==> src/hdl/ctps_pkg.sv <==
// constants and carrier types for the cpu timer prescaler
//
// Functional notes
// - count above zero decrements every source cycle
// - after zero: reload divide value, emit tick
// - reload strobe write loads count from divide
// - count fields read only, writes ignored
// - reset clears the 16-bit prescale count
// - divide writable; tick every divide+1 cycles
// - reset clears the 16-bit divide value
// - high register holds upper count and divide
// - reload strobe reads zero, zero write ignored
// - halt bit one stops, zero restarts
package ctps_pkg;

  // ---------------------------------------------------------------
  // bus geometry
  // ---------------------------------------------------------------
  localparam int DATA_W = 32;
  localparam int ADDR_W = 8;
  localparam int STRB_W = 4;

  // ---------------------------------------------------------------
  // register map (byte addresses)
  // ---------------------------------------------------------------
  localparam logic [ADDR_W-1:0] OFS_PRESCALE_LOW = 8'h00;
  localparam logic [ADDR_W-1:0] OFS_PRESCALE_HIGH = 8'h04;
  localparam logic [ADDR_W-1:0] OFS_CONTROL = 8'h08;

  // ---------------------------------------------------------------
  // field layout
  // ---------------------------------------------------------------
  localparam int PRESCALE_W = 16;
  localparam int HALF_W = 8;
  localparam int BIT_RELOAD = 5;
  localparam int BIT_HALT = 4;
  localparam int LANE_DIVIDE = 0;

  // ---------------------------------------------------------------
  // reset values
  // ---------------------------------------------------------------
  localparam logic [PRESCALE_W-1:0] COUNT_RST = 16'h0000;
  localparam logic [PRESCALE_W-1:0] DIVIDE_RST = 16'h0000;
  localparam logic HALT_RST = 1'b0;
  localparam logic [DATA_W-1:0] RDATA_RST = 32'h0000_0000;

  // ---------------------------------------------------------------
  // apb carriers
  // ---------------------------------------------------------------
  typedef struct packed {
    logic psel;
    logic penable;
    logic pwrite;
    logic [ADDR_W-1:0] paddr;
    logic [DATA_W-1:0] pwdata;
    logic [STRB_W-1:0] pstrb;
  } ctps_apb_req_t;

  typedef struct packed {
    logic [DATA_W-1:0] prdata;
    logic pready;
    logic pslverr;
  } ctps_apb_rsp_t;

endpackage

==> src/hdl/ctps_down_counter.sv <==
// prescale down counter with expiry reload and tick
`timescale 1ns/10ps
module ctps_down_counter #(
  parameter int WIDTH = 16
) (
  // clock and reset
  input wire logic clk_sys,
  input wire logic arst_n,
  // control
  input wire logic run,
  input wire logic load,
  input wire logic [WIDTH-1:0] loadValue,
  // state
  output logic [WIDTH-1:0] count,
  output logic tick
);
  import ctps_pkg::*;

  logic [WIDTH-1:0] next_count;
  logic next_tick;

  // next count: load wins, then expiry reload, then decrement
  always_comb begin
    next_count = count;
    next_tick = 1'b0;
    if (load) begin
      next_count = loadValue;
    end else if (run) begin
      if (count != '0) begin
        next_count = count - WIDTH'(1);
      end else begin
        next_count = loadValue;
        next_tick = 1'b1;
      end
    end
  end

  // register the count and the tick pulse
  always_ff @(posedge clk_sys or negedge arst_n) begin
    if (!arst_n) begin
      count <= '0;
      tick <= 1'b0;
    end else begin
      count <= next_count;
      tick <= next_tick;
    end
  end

endmodule

==> src/hdl/ctps_prescaler.sv <==
// cpu timer prescaler with apb register slave
`timescale 1ns/10ps
module ctps_prescaler (
  // clock and reset
  input wire logic clk_sys,
  input wire logic arst_n,
  // apb slave
  input wire ctps_pkg::ctps_apb_req_t apbReq,
  output ctps_pkg::ctps_apb_rsp_t apbRsp,
  // timer side
  output logic mainDecTick,
  output logic timerHalt,
  output logic [ctps_pkg::PRESCALE_W-1:0] prescaleCount
);
  import ctps_pkg::*;

  // ---------------------------------------------------------------
  // bus decode
  // ---------------------------------------------------------------
  logic setupPhase;
  logic accessPhase;
  logic wrAccess;
  logic hitLow;
  logic hitHigh;
  logic hitCtrl;
  logic hitAny;
  logic divLane;

  // request phases and address hits
  assign setupPhase = apbReq.psel && !apbReq.penable;
  assign accessPhase = apbReq.psel && apbReq.penable;
  assign wrAccess = accessPhase && apbReq.pwrite;
  assign hitLow = apbReq.paddr == OFS_PRESCALE_LOW;
  assign hitHigh = apbReq.paddr == OFS_PRESCALE_HIGH;
  assign hitCtrl = apbReq.paddr == OFS_CONTROL;
  assign hitAny = hitLow || hitHigh || hitCtrl;
  assign divLane = apbReq.pstrb[LANE_DIVIDE];

  // ---------------------------------------------------------------
  // software state: divide value and halt bit
  // ---------------------------------------------------------------
  logic [PRESCALE_W-1:0] divide;
  logic [PRESCALE_W-1:0] next_divide;
  logic next_timerHalt;
  logic reloadPulse;
  logic divideWrite;

  // writes land on the access edge; count fields take no write
  always_comb begin
    next_divide = divide;
    next_timerHalt = timerHalt;
    divideWrite = 1'b0;
    reloadPulse = 1'b0;
    if (wrAccess && divLane) begin
      if (hitLow) begin
        next_divide[HALF_W-1:0] = apbReq.pwdata[HALF_W-1:0];
        divideWrite = 1'b1;
      end
      if (hitHigh) begin
        next_divide[PRESCALE_W-1:HALF_W] = apbReq.pwdata[HALF_W-1:0];
        divideWrite = 1'b1;
      end
      if (hitCtrl) begin
        next_timerHalt = apbReq.pwdata[BIT_HALT];
        reloadPulse = apbReq.pwdata[BIT_RELOAD];
      end
    end
  end

  // register divide and halt
  always_ff @(posedge clk_sys or negedge arst_n) begin
    if (!arst_n) begin
      divide <= DIVIDE_RST;
      timerHalt <= HALT_RST;
    end else begin
      divide <= next_divide;
      timerHalt <= next_timerHalt;
    end
  end

  // ---------------------------------------------------------------
  // prescale counter
  // ---------------------------------------------------------------
  // counter stalls while halted, reload still takes the current divide
  ctps_down_counter #(
    .WIDTH(PRESCALE_W)
  ) uCounter (
    .clk_sys(clk_sys),
    .arst_n(arst_n),
    .run(!timerHalt),
    .load(reloadPulse),
    .loadValue(divide),
    .count(prescaleCount),
    .tick(mainDecTick)
  );

  // ---------------------------------------------------------------
  // read data and error
  // ---------------------------------------------------------------
  logic [DATA_W-1:0] rdata;
  logic [DATA_W-1:0] next_rdata;
  logic rdErr;
  logic next_rdErr;

  // read value captured in the setup cycle, stable through access
  always_comb begin
    next_rdata = rdata;
    next_rdErr = rdErr;
    if (setupPhase) begin
      next_rdata = RDATA_RST;
      next_rdErr = !hitAny;
      if (!apbReq.pwrite) begin
        if (hitLow) begin
          next_rdata[PRESCALE_W-1:0] = {prescaleCount[HALF_W-1:0], divide[HALF_W-1:0]};
        end
        if (hitHigh) begin
          next_rdata[PRESCALE_W-1:0] = {prescaleCount[PRESCALE_W-1:HALF_W],
                                        divide[PRESCALE_W-1:HALF_W]};
        end
        if (hitCtrl) begin
          next_rdata[BIT_HALT] = timerHalt;
        end
      end
    end
  end

  // register read data and error flag
  always_ff @(posedge clk_sys or negedge arst_n) begin
    if (!arst_n) begin
      rdata <= RDATA_RST;
      rdErr <= 1'b0;
    end else begin
      rdata <= next_rdata;
      rdErr <= next_rdErr;
    end
  end

  // zero wait state answer
  assign apbRsp.prdata = rdata;
  assign apbRsp.pready = 1'b1;
  assign apbRsp.pslverr = accessPhase && rdErr;

  // ---------------------------------------------------------------
  // assertion helpers
  // ---------------------------------------------------------------
  logic resetSeen;
  logic dirty;
  logic [PRESCALE_W:0] gapCount;
  logic [PRESCALE_W-1:0] periodLoad;

  // gap between ticks and the count loaded at the last tick, dirty when disturbed
  always_ff @(posedge clk_sys or negedge arst_n) begin
    if (!arst_n) begin
      resetSeen <= 1'b0;
      dirty <= 1'b1;
      gapCount <= '0;
      periodLoad <= '0;
    end else begin
      resetSeen <= 1'b1;
      if (mainDecTick) begin
        gapCount <= (PRESCALE_W+1)'(1);
        periodLoad <= prescaleCount; // value loaded at the expiry that raised this tick
      end else if (gapCount != '1) begin
        gapCount <= gapCount + (PRESCALE_W+1)'(1);
      end
      if (reloadPulse || timerHalt || divideWrite) begin
        dirty <= 1'b1;
      end else if (mainDecTick) begin
        dirty <= 1'b0;
      end
    end
  end
endmodule

==> config.mk <==
export PLATFORM = sky130hd
export DESIGN_NAME = ctps_prescaler
export DESIGN_NICKNAME = d
export VERILOG_FILES = /design/src/hdl/ctps_pkg.sv /design/src/hdl/ctps_down_counter.sv /design/src/hdl/ctps_prescaler.sv
export SDC_FILE = /design/constraint.sdc
export NUM_CORES = 1
export LEC_CHECK = 0
export BUFFER_PORTS_ARGS = -buffer_cell sky130_fd_sc_hd__buf_4
export CAP_MARGIN = 5
export CORE_UTILIZATION = 53
export DETAILED_ROUTE_END_ITERATION = 10
export PLACE_DENSITY_LB_ADDON = 0.3
export SLEW_MARGIN = 20
export SYNTH_ARGS = -nofsm -noshare
export SYNTH_HDL_FRONTEND = slang
export SYNTH_SLANG_ARGS = --single-unit
==> constraint.sdc <==
create_clock -name clk_sys -period 3.3 [get_ports clk_sys]
set_input_delay 0.33 -clock clk_sys [delete_from_list [all_inputs] [get_ports clk_sys]]
set_output_delay 0.33 -clock clk_sys [all_outputs]
set_load 0.1 [all_outputs]
==> out/metrics.cfg, run 1 <==
[outcome]
status = complete, no violations

[clock_network]
root_buffer = clkbuf_8
clkLatencyLatePin_ns = 0.30
clock_path_buffers = 2
cts_setup_buffers = 0
cts_tree = built
cts_buffers = 5
h-tree-depth = 2
clkSlewWorstSetupHoldPaths_ns = 0.09
cts.sinks = 51
cts-resized-gates = 0
ctsHoldBuffers = 0

[global_routing]
grt_pass1_vias = 2014
grt_first_pass_wirelength_um = 10500
grtUsageTotal_pct = 25.7
overflow = 0
grt_max_degree = 52
antenna_found_initial = 0

[yosys]
ys_seq_area_share_pct = 46.0
synth_seq_cells = 51
async_reset_ff_share_pct = 100
syn-cell-area_mm2 = 0.00277
yosys_warnings = 0
synth.avg_cell_area_um2 = 10.7
syn_inst = 259
synth_top_family_by_area = simple AND/OR/NAND/NOR gates
synth_fa_ha_area_share_pct = 0.903
synth_edf_count = 0
yosys.area_share.simple_pct = 19.5
synth-compound-area-share_pct = 15.5
synth_cell_types = 61
synthFlopType = dfrtp_1
yosys.area_share.xor_xnor_pct = 0
synthMuxAreaShare_pct = 7.67

[timing]
timing.final.ws_setup_ns = 0.921
period_needed_ns = 2.38
slew_violations = 0
fin_skew_ns = 0.00614
rsz0062_at_grt = false
period_share_pct = 72.1
setup_tns_ns = 0
worst_pin_slew_ns = 0.940
fmax_mhz = 420
hold_viol = 0
setup_viol = 0
relSlewSlack_pct = 37.3

[detailed_routing]
wire_per_inst_um = 17.7
drtAntennaViolNets = 0
vias = 2341
drc = 0
first_pass_iters = 5
totalWireLength_um = 6680
via_per_inst = 6.21
drt_iter0_drc = 340

[worst_setup_path]
reg2reg_to = uCounter.count[10]$_DFFE_PN0P_
critPathKind = reg -> reg
end_kind = flip-flop
timing.rr.start = uCounter.count[0]$_DFFE_PN0P_
critPathArrivalTime_ns = 2.60
critPathRequiredTime_ns = 3.52
start_kind = flip-flop
r2r_cells = 7
rrSetupSlack_ns = 0.92
crit_fanout = 6

[flow_run]
drv_cap = 0

[power_and_ir_drop]
p_leak_nw = 1.69
ir_worst_vdd_mv = 0.484
p_per_area_mw_per_mm2 = 789

[floorplanning]
rows = 25
initial_core_util_pct = 56.8
io_pins = 101
dieWidth_um = 74.3
die_y_um = 74.3
dieArea_mm2 = 0.00552
core_mm2 = 0.00488

[layout]
area_growth_pct = 18.2
drive_gt1_share_pct = 26.8
finalNetCount = 360
num_antenna_cells = 0

[placed_design]
place.gp.congestion = 0.879
place_ws_ns = 0.975
hpwlAfterDp_um = 4750
port_buffers = 56

[hold_path]
hold_path_class = in -> async

[critical path, stage by stage (launching register included)]
cell	delay, ns
dfrtp_1	0.45
inv_1	0.17
ha_1	0.26
or4b_1	0.61
or3_4	0.40
a21oi_2	0.14
nor3_1	0.07
nor3_2	0.19
[worst max path at each step]
stage | startpoint | to | slack [ns]
floorplan | uCounter.count[0]$_DFFE_PN0P_ | uCounter.count[10]$_DFFE_PN0P_ | 0.70
global placement | uCounter.count[0]$_DFFE_PN0P_ | uCounter.count[10]$_DFFE_PN0P_ | 1.0
detailed placement | uCounter.count[0]$_DFFE_PN0P_ | uCounter.count[10]$_DFFE_PN0P_ | 0.98
CTS | uCounter.count[0]$_DFFE_PN0P_ | uCounter.count[10]$_DFFE_PN0P_ | 0.95
global route | uCounter.count[0]$_DFFE_PN0P_ | uCounter.count[10]$_DFFE_PN0P_ | 0.81
finish | uCounter.count[0]$_DFFE_PN0P_ | uCounter.count[10]$_DFFE_PN0P_ | 0.92
[area by class of cell]
class | instances | area, µm²
Fill cell | 400 | 1600
Clock buffer | 5 | 68.8
Inverter | 20 | 75.1
Multi-Input combinational cell | 170 | 1270
Clock inverter | 3 | 43.8
Sequential cell | 51 | 1280
Timing Repair Buffer | 61 | 458
Tap cell | 67 | 83.8
[cells by family (layout without fill, tap and decap cells)]
family	after synthesis	after routing
and+or+nand+nor	80	80
muxes	19	19
AOI/OAI and AO/OA	52	52
buffers and inverters	53	89
adders and majority gates	2	2
DFF	51	51
other	2	17
[registers in the layout, summed over array words and instances (netlist names)]
register / flops
divide: 16
rdata: 16
uCounter.count: 16
rdErr: 1
timerHalt: 1
uCounter.tick: 1
[cell usage after synthesis, drive strengths merged (4+ instances only)]
master | n | area (µm²)
a221o | 4 | 40.0
buf | 28 | 188
dfrtp | 51 | 1280
nor3 | 13 | 70.1
nand2b | 4 | 25.0
inv | 20 | 75.1
nor4b | 4 | 62.6
clkbuf | 5 | 18.8
a222oi | 15 | 150
nor4 | 7 | 77.6
nand2 | 14 | 52.6
nor2 | 8 | 30.0
o21ai | 5 | 25.0
nand4 | 5 | 31.3
mux2 | 18 | 203
a21oi | 6 | 33.8
or3 | 5 | 36.3
[power breakdown]
group | switching [mW] | internal [mW] | total, mW
combinational | 0.971 | 0.289 | 1.26
sequential | 0.181 | 0.713 | 0.894
clock | 0.204 | 0.226 | 0.430
total | 1.36 | 1.23 | 2.58
[routing by layer]
layer	wire, µm	vias to the layer above	global-route usage [%]
li1	-	1049	-
met1	2940	1163	36.1
met2	3260	119	41.3
met3	413	10	4.74
met4	65	0	6.50
met5	0	-	0
[layout by cell type (no fill, tap or decap), drive strengths merged, types with 3 or more instances in the layout]
master,netlist,final
nand2,14,14
a21oi,6,6
nor4,7,7
a211oi,3,3
nor3b,3,3
nor3,13,13
nand2b,4,4
inv,20,20
dfrtp,51,51
clkbuf,5,5
nor4b,4,4
buf,28,61
nor2,8,8
o211ai,3,3
a221o,4,4
conb,2,17
a222oi,15,15
or3,5,5
nand4,5,5
o21ai,5,5
mux2,18,18
[per-stage QoR]
step | instance area [µm²] | util (%) | cells | total power [mW] | hold slack, ns
2_1_floorplan | 2830 | - | 274 | 1.90 | 0.0344
3_3_place_gp | 3160 | 64.8 | 369 | 2.13 | 0.395
3_5_place_dp | 3160 | 64.8 | 369 | 2.15 | 0.391
4_1_cts | 3280 | 67.2 | 377 | 2.59 | 0.0565
5_1_grt | 3280 | 67.2 | 377 | 2.69 | 0.0723
6_report | 3280 | 67.2 | 377 | 2.58 | 0.0380
Note: power is estimated with default switching activity, not from simulation.
==> inputs of run 2 (changes only) <==
- CORE_UTILIZATION: 53 -> 45
- clock period: 3.3 -> 1.97 ns (I/O delays scaled with it)
==> run 2 against run 1 <==
Core utilization shrank 3.7 points. Sequential share of layout area shrank 4.2 points. Maximum frequency up 14%. Largest cell class is now multi-input combinational cells. Final cell count grew 13%. Global-route usage increased by 0.73 points. Routed wire length is 18% higher. The flow now finishes with violations (negative setup slack). Die area rose by 17%. Clock skew increased by 0.0032 ns. Sequential power grew 66%. Final area up 15%. Setup slack got worse by 1.0 ns.
==> out/metrics.cfg, run 2 (synthesis results as in run 1) <==
[timing]
period_needed_ns = 2.09  ; -0.289 ns
hold_viol = 0  ; unchanged
rsz0062_at_grt = true
holdWs_ns = 0.107  ; +0.0695 ns
worst_pin_slew_ns = 0.650  ; -0.290 ns
timing.final.ws_setup_ns = -0.120  ; -1.04 ns
fmax_mhz = 478  ; +14%
setup_viol = 10  ; +10
period_share_pct = 106  ; +34 points
relSlewSlack_pct = 56.7  ; +19 points
fin_skew_ns = 0.00929  ; +0.00315 ns
slew_violations = 0  ; unchanged

[worst_setup_path]
critPathArrivalTime_ns = 2.29  ; -0.31 ns
critPathTopFamily = simple AND/OR/NAND/NOR gates
crit_buf_inv = 1  ; unchanged
start_kind = flip-flop
critPathKind = reg -> reg
end_kind = flip-flop
max_stage_delay_ns = 0.53  ; -0.08 ns
critPathRequiredTime_ns = 2.17  ; -1.35 ns
crit_fanout = 4  ; -2
crit_chain = inv_6, ha_4, or4b_4, or3_4, nor4b_4, nor3_2
rrSetupSlack_ns = -0.12  ; -1.04 ns
crit_path_top_delay_cell = dfrtp_4

[global_routing]
grtUsageTotal_pct = 26.4  ; +0.73 points
grt_max_degree = 52  ; unchanged
overflow = 0  ; unchanged
grt_first_pass_wirelength_um = 12600  ; +20%
antenna_found_initial = 0  ; unchanged
grt_pass1_vias = 2361  ; +17%

[power_and_ir_drop]
p_per_area_mw_per_mm2 = 1260  ; +59%
ir_worst_vdd_mv = 1.21  ; +150%
p_leak_nw = 1.90  ; +12%
finalPower_mw = 4.72  ; +83%

[floorplanning]
dieArea_mm2 = 0.00648  ; +17%
initial_core_util_pct = 46.8  ; -10 points
dieWidth_um = 80.5  ; +8.3%
core_mm2 = 0.00592  ; +21%
die_y_um = 80.5  ; +8.3%
io_pins = 101  ; unchanged
rows = 28  ; +12%

[detailed_routing]
first_pass_iters = 4  ; -1
drc = 0  ; unchanged
drtAntennaViolNets = 0  ; unchanged
totalWireLength_um = 7880  ; +18%
via_per_inst = 5.81  ; -6.4%
drt_iter0_drc = 238  ; -30%
vias = 2482  ; +6.0%
wire_per_inst_um = 18.5  ; +4.2%

[placed_design]
port_buffers = 56  ; unchanged
place_ws_ns = -0.135  ; -1.11 ns
dp.cells = 411  ; +11%
place.gp.congestion = 0.925  ; +5.2%
hpwlAfterDp_um = 5600  ; +18%

[clock_network]
root_buffer = clkbuf_8
cts_tree = built
clkLatencyLatePin_ns = 0.31  ; about the same
clkSlewWorstSetupHoldPaths_ns = 0.09  ; about the same
cts.sinks = 51  ; unchanged
h-tree-depth = 2  ; unchanged
clock_path_buffers = 2  ; unchanged
cts_buffers = 5  ; unchanged

[layout]
drive_gt1_share_pct = 42.6  ; +16 points
layoutNonFillerInstCount = 427  ; +13%
final_common_cell = buf_4
area_growth_pct = 35.5
nFillCells = 490  ; +23%
final_util_pct = 63.5  ; -3.7 points
finalNetCount = 402  ; +12%
num_antenna_cells = 0  ; unchanged
final_cell_mix = 98 x buf_4, 37 x dfrtp_1, 18 x inv_1, 17 x mux2_1, 17 x conb_1
top_regs = divide (16), rdata (16), uCounter.count (16)

[outcome]
status = complete, but fails checks
violations = negative setup slack

[hold_path]
hold_path_class = in -> reg

[flow_run]
drv_cap = 0  ; unchanged

-- run 2: changes by cell type in the layout (fill, tap and decap cells not counted), moves of 3 or more --
cell      change
nor4b_4       +3
buf_4        +37
nor3_1        -3
dfrtp_4       +5
dfrtp_1      -14
dfrtp_2       +9
nor3_2        +3
clkbuf_1      +3
-- run 2: repair_timing --
action                                 in CTS  in global routing
hold buffers                                1                  0
pin swaps                                   1                  9
gates resized for setup                    15                  7
buffers inserted                            5                  3
setup endpoints to repair                  16                 14
endpoints found under the hold margin      51                  0
gates cloned                                1                  0
-- run 2: metrics by stage --
step	instance area [µm²]	TNS [ns]
CTS	3710	-0.259
finish	3760	-0.506
global placement	3500	-0.739
global route	3760	-1.24
floorplan	2880	-1.96
detailed placement	3500	-1.24
-- run 2: power by group --
group          switching (mW)  total (mW)  internal (mW)  leakage (nW)
clock                   0.337       0.590          0.253        0.0395
combinational            1.88        2.65          0.770          1.20
sequential              0.241        1.48           1.24         0.663
total                    2.46        4.72           2.26          1.90
-- run 2: layout make-up --
type / instances / area, µm² / share of cell area, %
clock buffers: 8 / 80.1 / 2.13
inverters: 20 / 82.6 / 2.20
multi-input cells: 170 / 1390 / 36.9
flip-flops and latches: 51 / 1310 / 34.8
well taps: 75 / 93.8 / 2.50
repair buffers: 103 / 808 / 21.5
-- run 2: routing by layer --
| metal | GRT usage, % | share of wire [%] |
|---|---|---|
| met1 | 36.1 | 45 |
| met2 | 41.3 | 47 |
| met3 | 5.11 | 6.5 |
| met4 | 9.82 | 2.2 |
| met5 | 0 | 0 |
-- run 2: worst paths after layout --
path | depth (start not counted) | endpoint | startpoint
worst max-delay path | 6 | uCounter.count[10]$_DFFE_PN0P_ | uCounter.count[0]$_DFFE_PN0P_
worst min-delay path | 2 | divide[0]$_DFFE_PN0P_ | apbReq[4]
worst max register to register | 6 | uCounter.count[10]$_DFFE_PN0P_ | uCounter.count[0]$_DFFE_PN0P_
worst min register to register | 2 | rdata[11]$_DFFE_PN0P_ | rdata[11]$_DFFE_PN0P_
max in group asynchronous | 2 | timerHalt$_DFFE_PN0P_ | arst_n
min in group asynchronous | 2 | rdata[7]$_DFFE_PN0P_ | arst_n
==> inputs of run 3 (changes only) <==
- CELL_PAD_IN_SITES_DETAIL_PLACEMENT: unset -> 2
- CELL_PAD_IN_SITES_GLOBAL_PLACEMENT: unset -> 2
- CORE_UTILIZATION: 45 -> 27
==> run 3 against run 2 <==
The run still ends with negative setup slack left. Power increased by 4.7%. Via count increased by 4.3%. Flip-flop and latch count did not move. Final area increased by 6.7%. Final cell count is 18% higher. Clock-buffer cell count down 3. Register-to-register slack got worse by 0.04 ns. Sequential power hardly changed. Critical path type unchanged. Critical endpoint is now uCounter.count[8]$_DFFE_PN0P_. Largest power group unchanged. Highest routed layer unchanged.
==> out/metrics.cfg, run 3 (synthesis results as in run 1) <==
[placed_design]
hpwlAfterDp_um = 7210  ; +29%
dp.cells = 485  ; +18%
port_buffers = 56  ; unchanged
place.gp.congestion = 0.817  ; -12%

[power_and_ir_drop]
p_leak_nw = 2.00  ; +5.2%
ir_worst_vdd_mv = 0.569  ; -53%
p_per_area_mw_per_mm2 = 1230  ; -1.8%

[outcome]
status = complete, but fails checks
violations = negative setup slack

[worst_setup_path]
end_kind = flip-flop
critPathArrivalTime_ns = 2.34  ; +0.05 ns
critPathKind = reg -> reg
crit_fanout = 4  ; unchanged
start_kind = flip-flop
cp-startpoint = uCounter.count[0]$_DFFE_PN0P_
timing.rr.start = uCounter.count[0]$_DFFE_PN0P_
critPathRequiredTime_ns = 2.17  ; about the same

[clock_network]
cts_buffers = 5  ; unchanged
clock_path_buffers = 2  ; unchanged
h-tree-depth = 2  ; unchanged
root_buffer = clkbuf_8
cts.sinks = 51  ; unchanged
clkLatencyLatePin_ns = 0.31  ; about the same
cts_tree = built
clkSlewWorstSetupHoldPaths_ns = 0.11  ; +0.02 ns

[global_routing]
overflow = 0  ; unchanged
antenna_found_initial = 0  ; unchanged
grt_first_pass_wirelength_um = 15600  ; +24%
grtUsageTotal_pct = 19.8  ; -6.6 points
grt_max_degree = 52  ; unchanged
grt_pass1_vias = 2715  ; +15%

[detailed_routing]
vias = 2588  ; +4.3%
first_pass_iters = 8  ; +4
totalWireLength_um = 10100  ; +29%
drt_iter0_drc = 204  ; -14%
drtAntennaViolNets = 0  ; unchanged
wire_per_inst_um = 20.2  ; +9.2%
via_per_inst = 5.15  ; -11%
drc = 0  ; unchanged

[timing]
period_needed_ns = 2.13  ; +0.0422 ns
rsz0062_at_grt = true
fmax_mhz = 469  ; -2.0%
timing.final.ws_setup_ns = -0.162  ; -0.0422 ns
slew_violations = 0  ; unchanged
period_share_pct = 108  ; +2.1 points
worst_pin_slew_ns = 0.703  ; +0.0529 ns
setup_viol = 11  ; +1
hold_viol = 0  ; unchanged
relSlewSlack_pct = 53.1  ; -3.5 points
setup_tns_ns = -1.04  ; -0.533 ns
fin_skew_ns = 0.0102  ; +0.000937 ns

[layout]
layoutNonFillerInstCount = 503  ; +18%
area_growth_pct = 44.5
top_regs = divide (16), rdata (16), uCounter.count (16)
finalNetCount = 420  ; +4.5%
final_cell_mix = 112 x buf_4, 37 x dfrtp_1, 18 x inv_1, 17 x mux2_1, 17 x conb_1
drive_gt1_share_pct = 47.3  ; +4.7 points
final_common_cell = buf_4
num_antenna_cells = 0  ; unchanged

[floorplanning]
dieArea_mm2 = 0.0107  ; +65%
dieWidth_um = 103  ; +28%
io_pins = 101  ; unchanged
initial_core_util_pct = 28.1  ; -19 points
rows = 36  ; +29%
core_mm2 = 0.00986  ; +67%
die_y_um = 103  ; +28%

[flow_run]
drv_cap = 0  ; unchanged

[hold_path]
hold_path_class = in -> reg
min_from = apbReq[10]

## run 3: cell type report
| cell class | count | area [µm²] |
|---|---|---|
| flip-flops and latches | 51 | 1310 |
| clock buffers | 5 | 68.8 |
| clock inverters | 3 | 22.5 |
| well taps | 133 | 166 |
| fillers | 1060 | 5860 |
| multi-input cells | 170 | 1420 |
| repair buffers | 121 | 948 |
| inverters | 20 | 80.1 |
## run 3: repair_timing
action                     in CTS  in global routing
setup endpoints to repair      17                 16
resized for setup              24                 10
hold buffers                    1                  0
setup buffers                   7                  5
hold endpoints to repair       51                  0
pin swaps                      10                  8
## run 3: worst max-delay path, cell delays in order, from the launching register on
cell and delay, ns:
dfrtp_4 0.51, inv_4 0.09, ha_4 0.13, or4b_4 0.51, buf_4 0.17, o41ai_2 0.20, o2bb2ai_1 0.14, a221o_1 0.28
## run 3: final timing paths
kind | end | slack (ns) | cells after the start
worst max register to register | uCounter.count[8]$_DFFE_PN0P_ | -0.16 | 7
worst max-delay path | uCounter.count[8]$_DFFE_PN0P_ | -0.16 | 7
max in group asynchronous | uCounter.count[2]$_DFFE_PN0P_ | 0.96 | 2
worst min register to register | rdata[11]$_DFFE_PN0P_ | 0.51 | 2
min in group asynchronous | uCounter.count[8]$_DFFE_PN0P_ | 0.47 | 2
worst min-delay path | divide[14]$_DFFE_PN0P_ | 0.1 | 2
## run 3: metrics by stage
stage	cell area (µm²)	util (%)	hold slack [ns]	power, mW	worst slack (ns)
floorplan	2880	-	-0.0986	3.24	-0.236
global placement	3680	37.3	0.288	4.12	-0.271
detailed placement	3680	37.3	0.295	4.16	-0.318
CTS	3940	39.9	0.0962	4.94	-0.108
global route	4010	40.6	0.103	5.14	-0.191
finish	4010	40.6	0.0994	4.95	-0.162
## run 3: power breakdown
group	internal, mW	switching, mW	leakage, nW
Sequential	1.24	0.214	0.663
Clock	0.256	0.389	0.0485
Combinational	0.881	1.97	1.29
## run 3: per-layer routing
layer | track usage (%) | vias to the layer above | wire length [µm]
met5 | 0 | - | 0
met4 | 4.12 | 0 | 119
met3 | 2.35 | 12 | 407
met2 | 34.2 | 81 | 5120
met1 | 26.7 | 1338 | 4490
li1 | - | 1157 | -
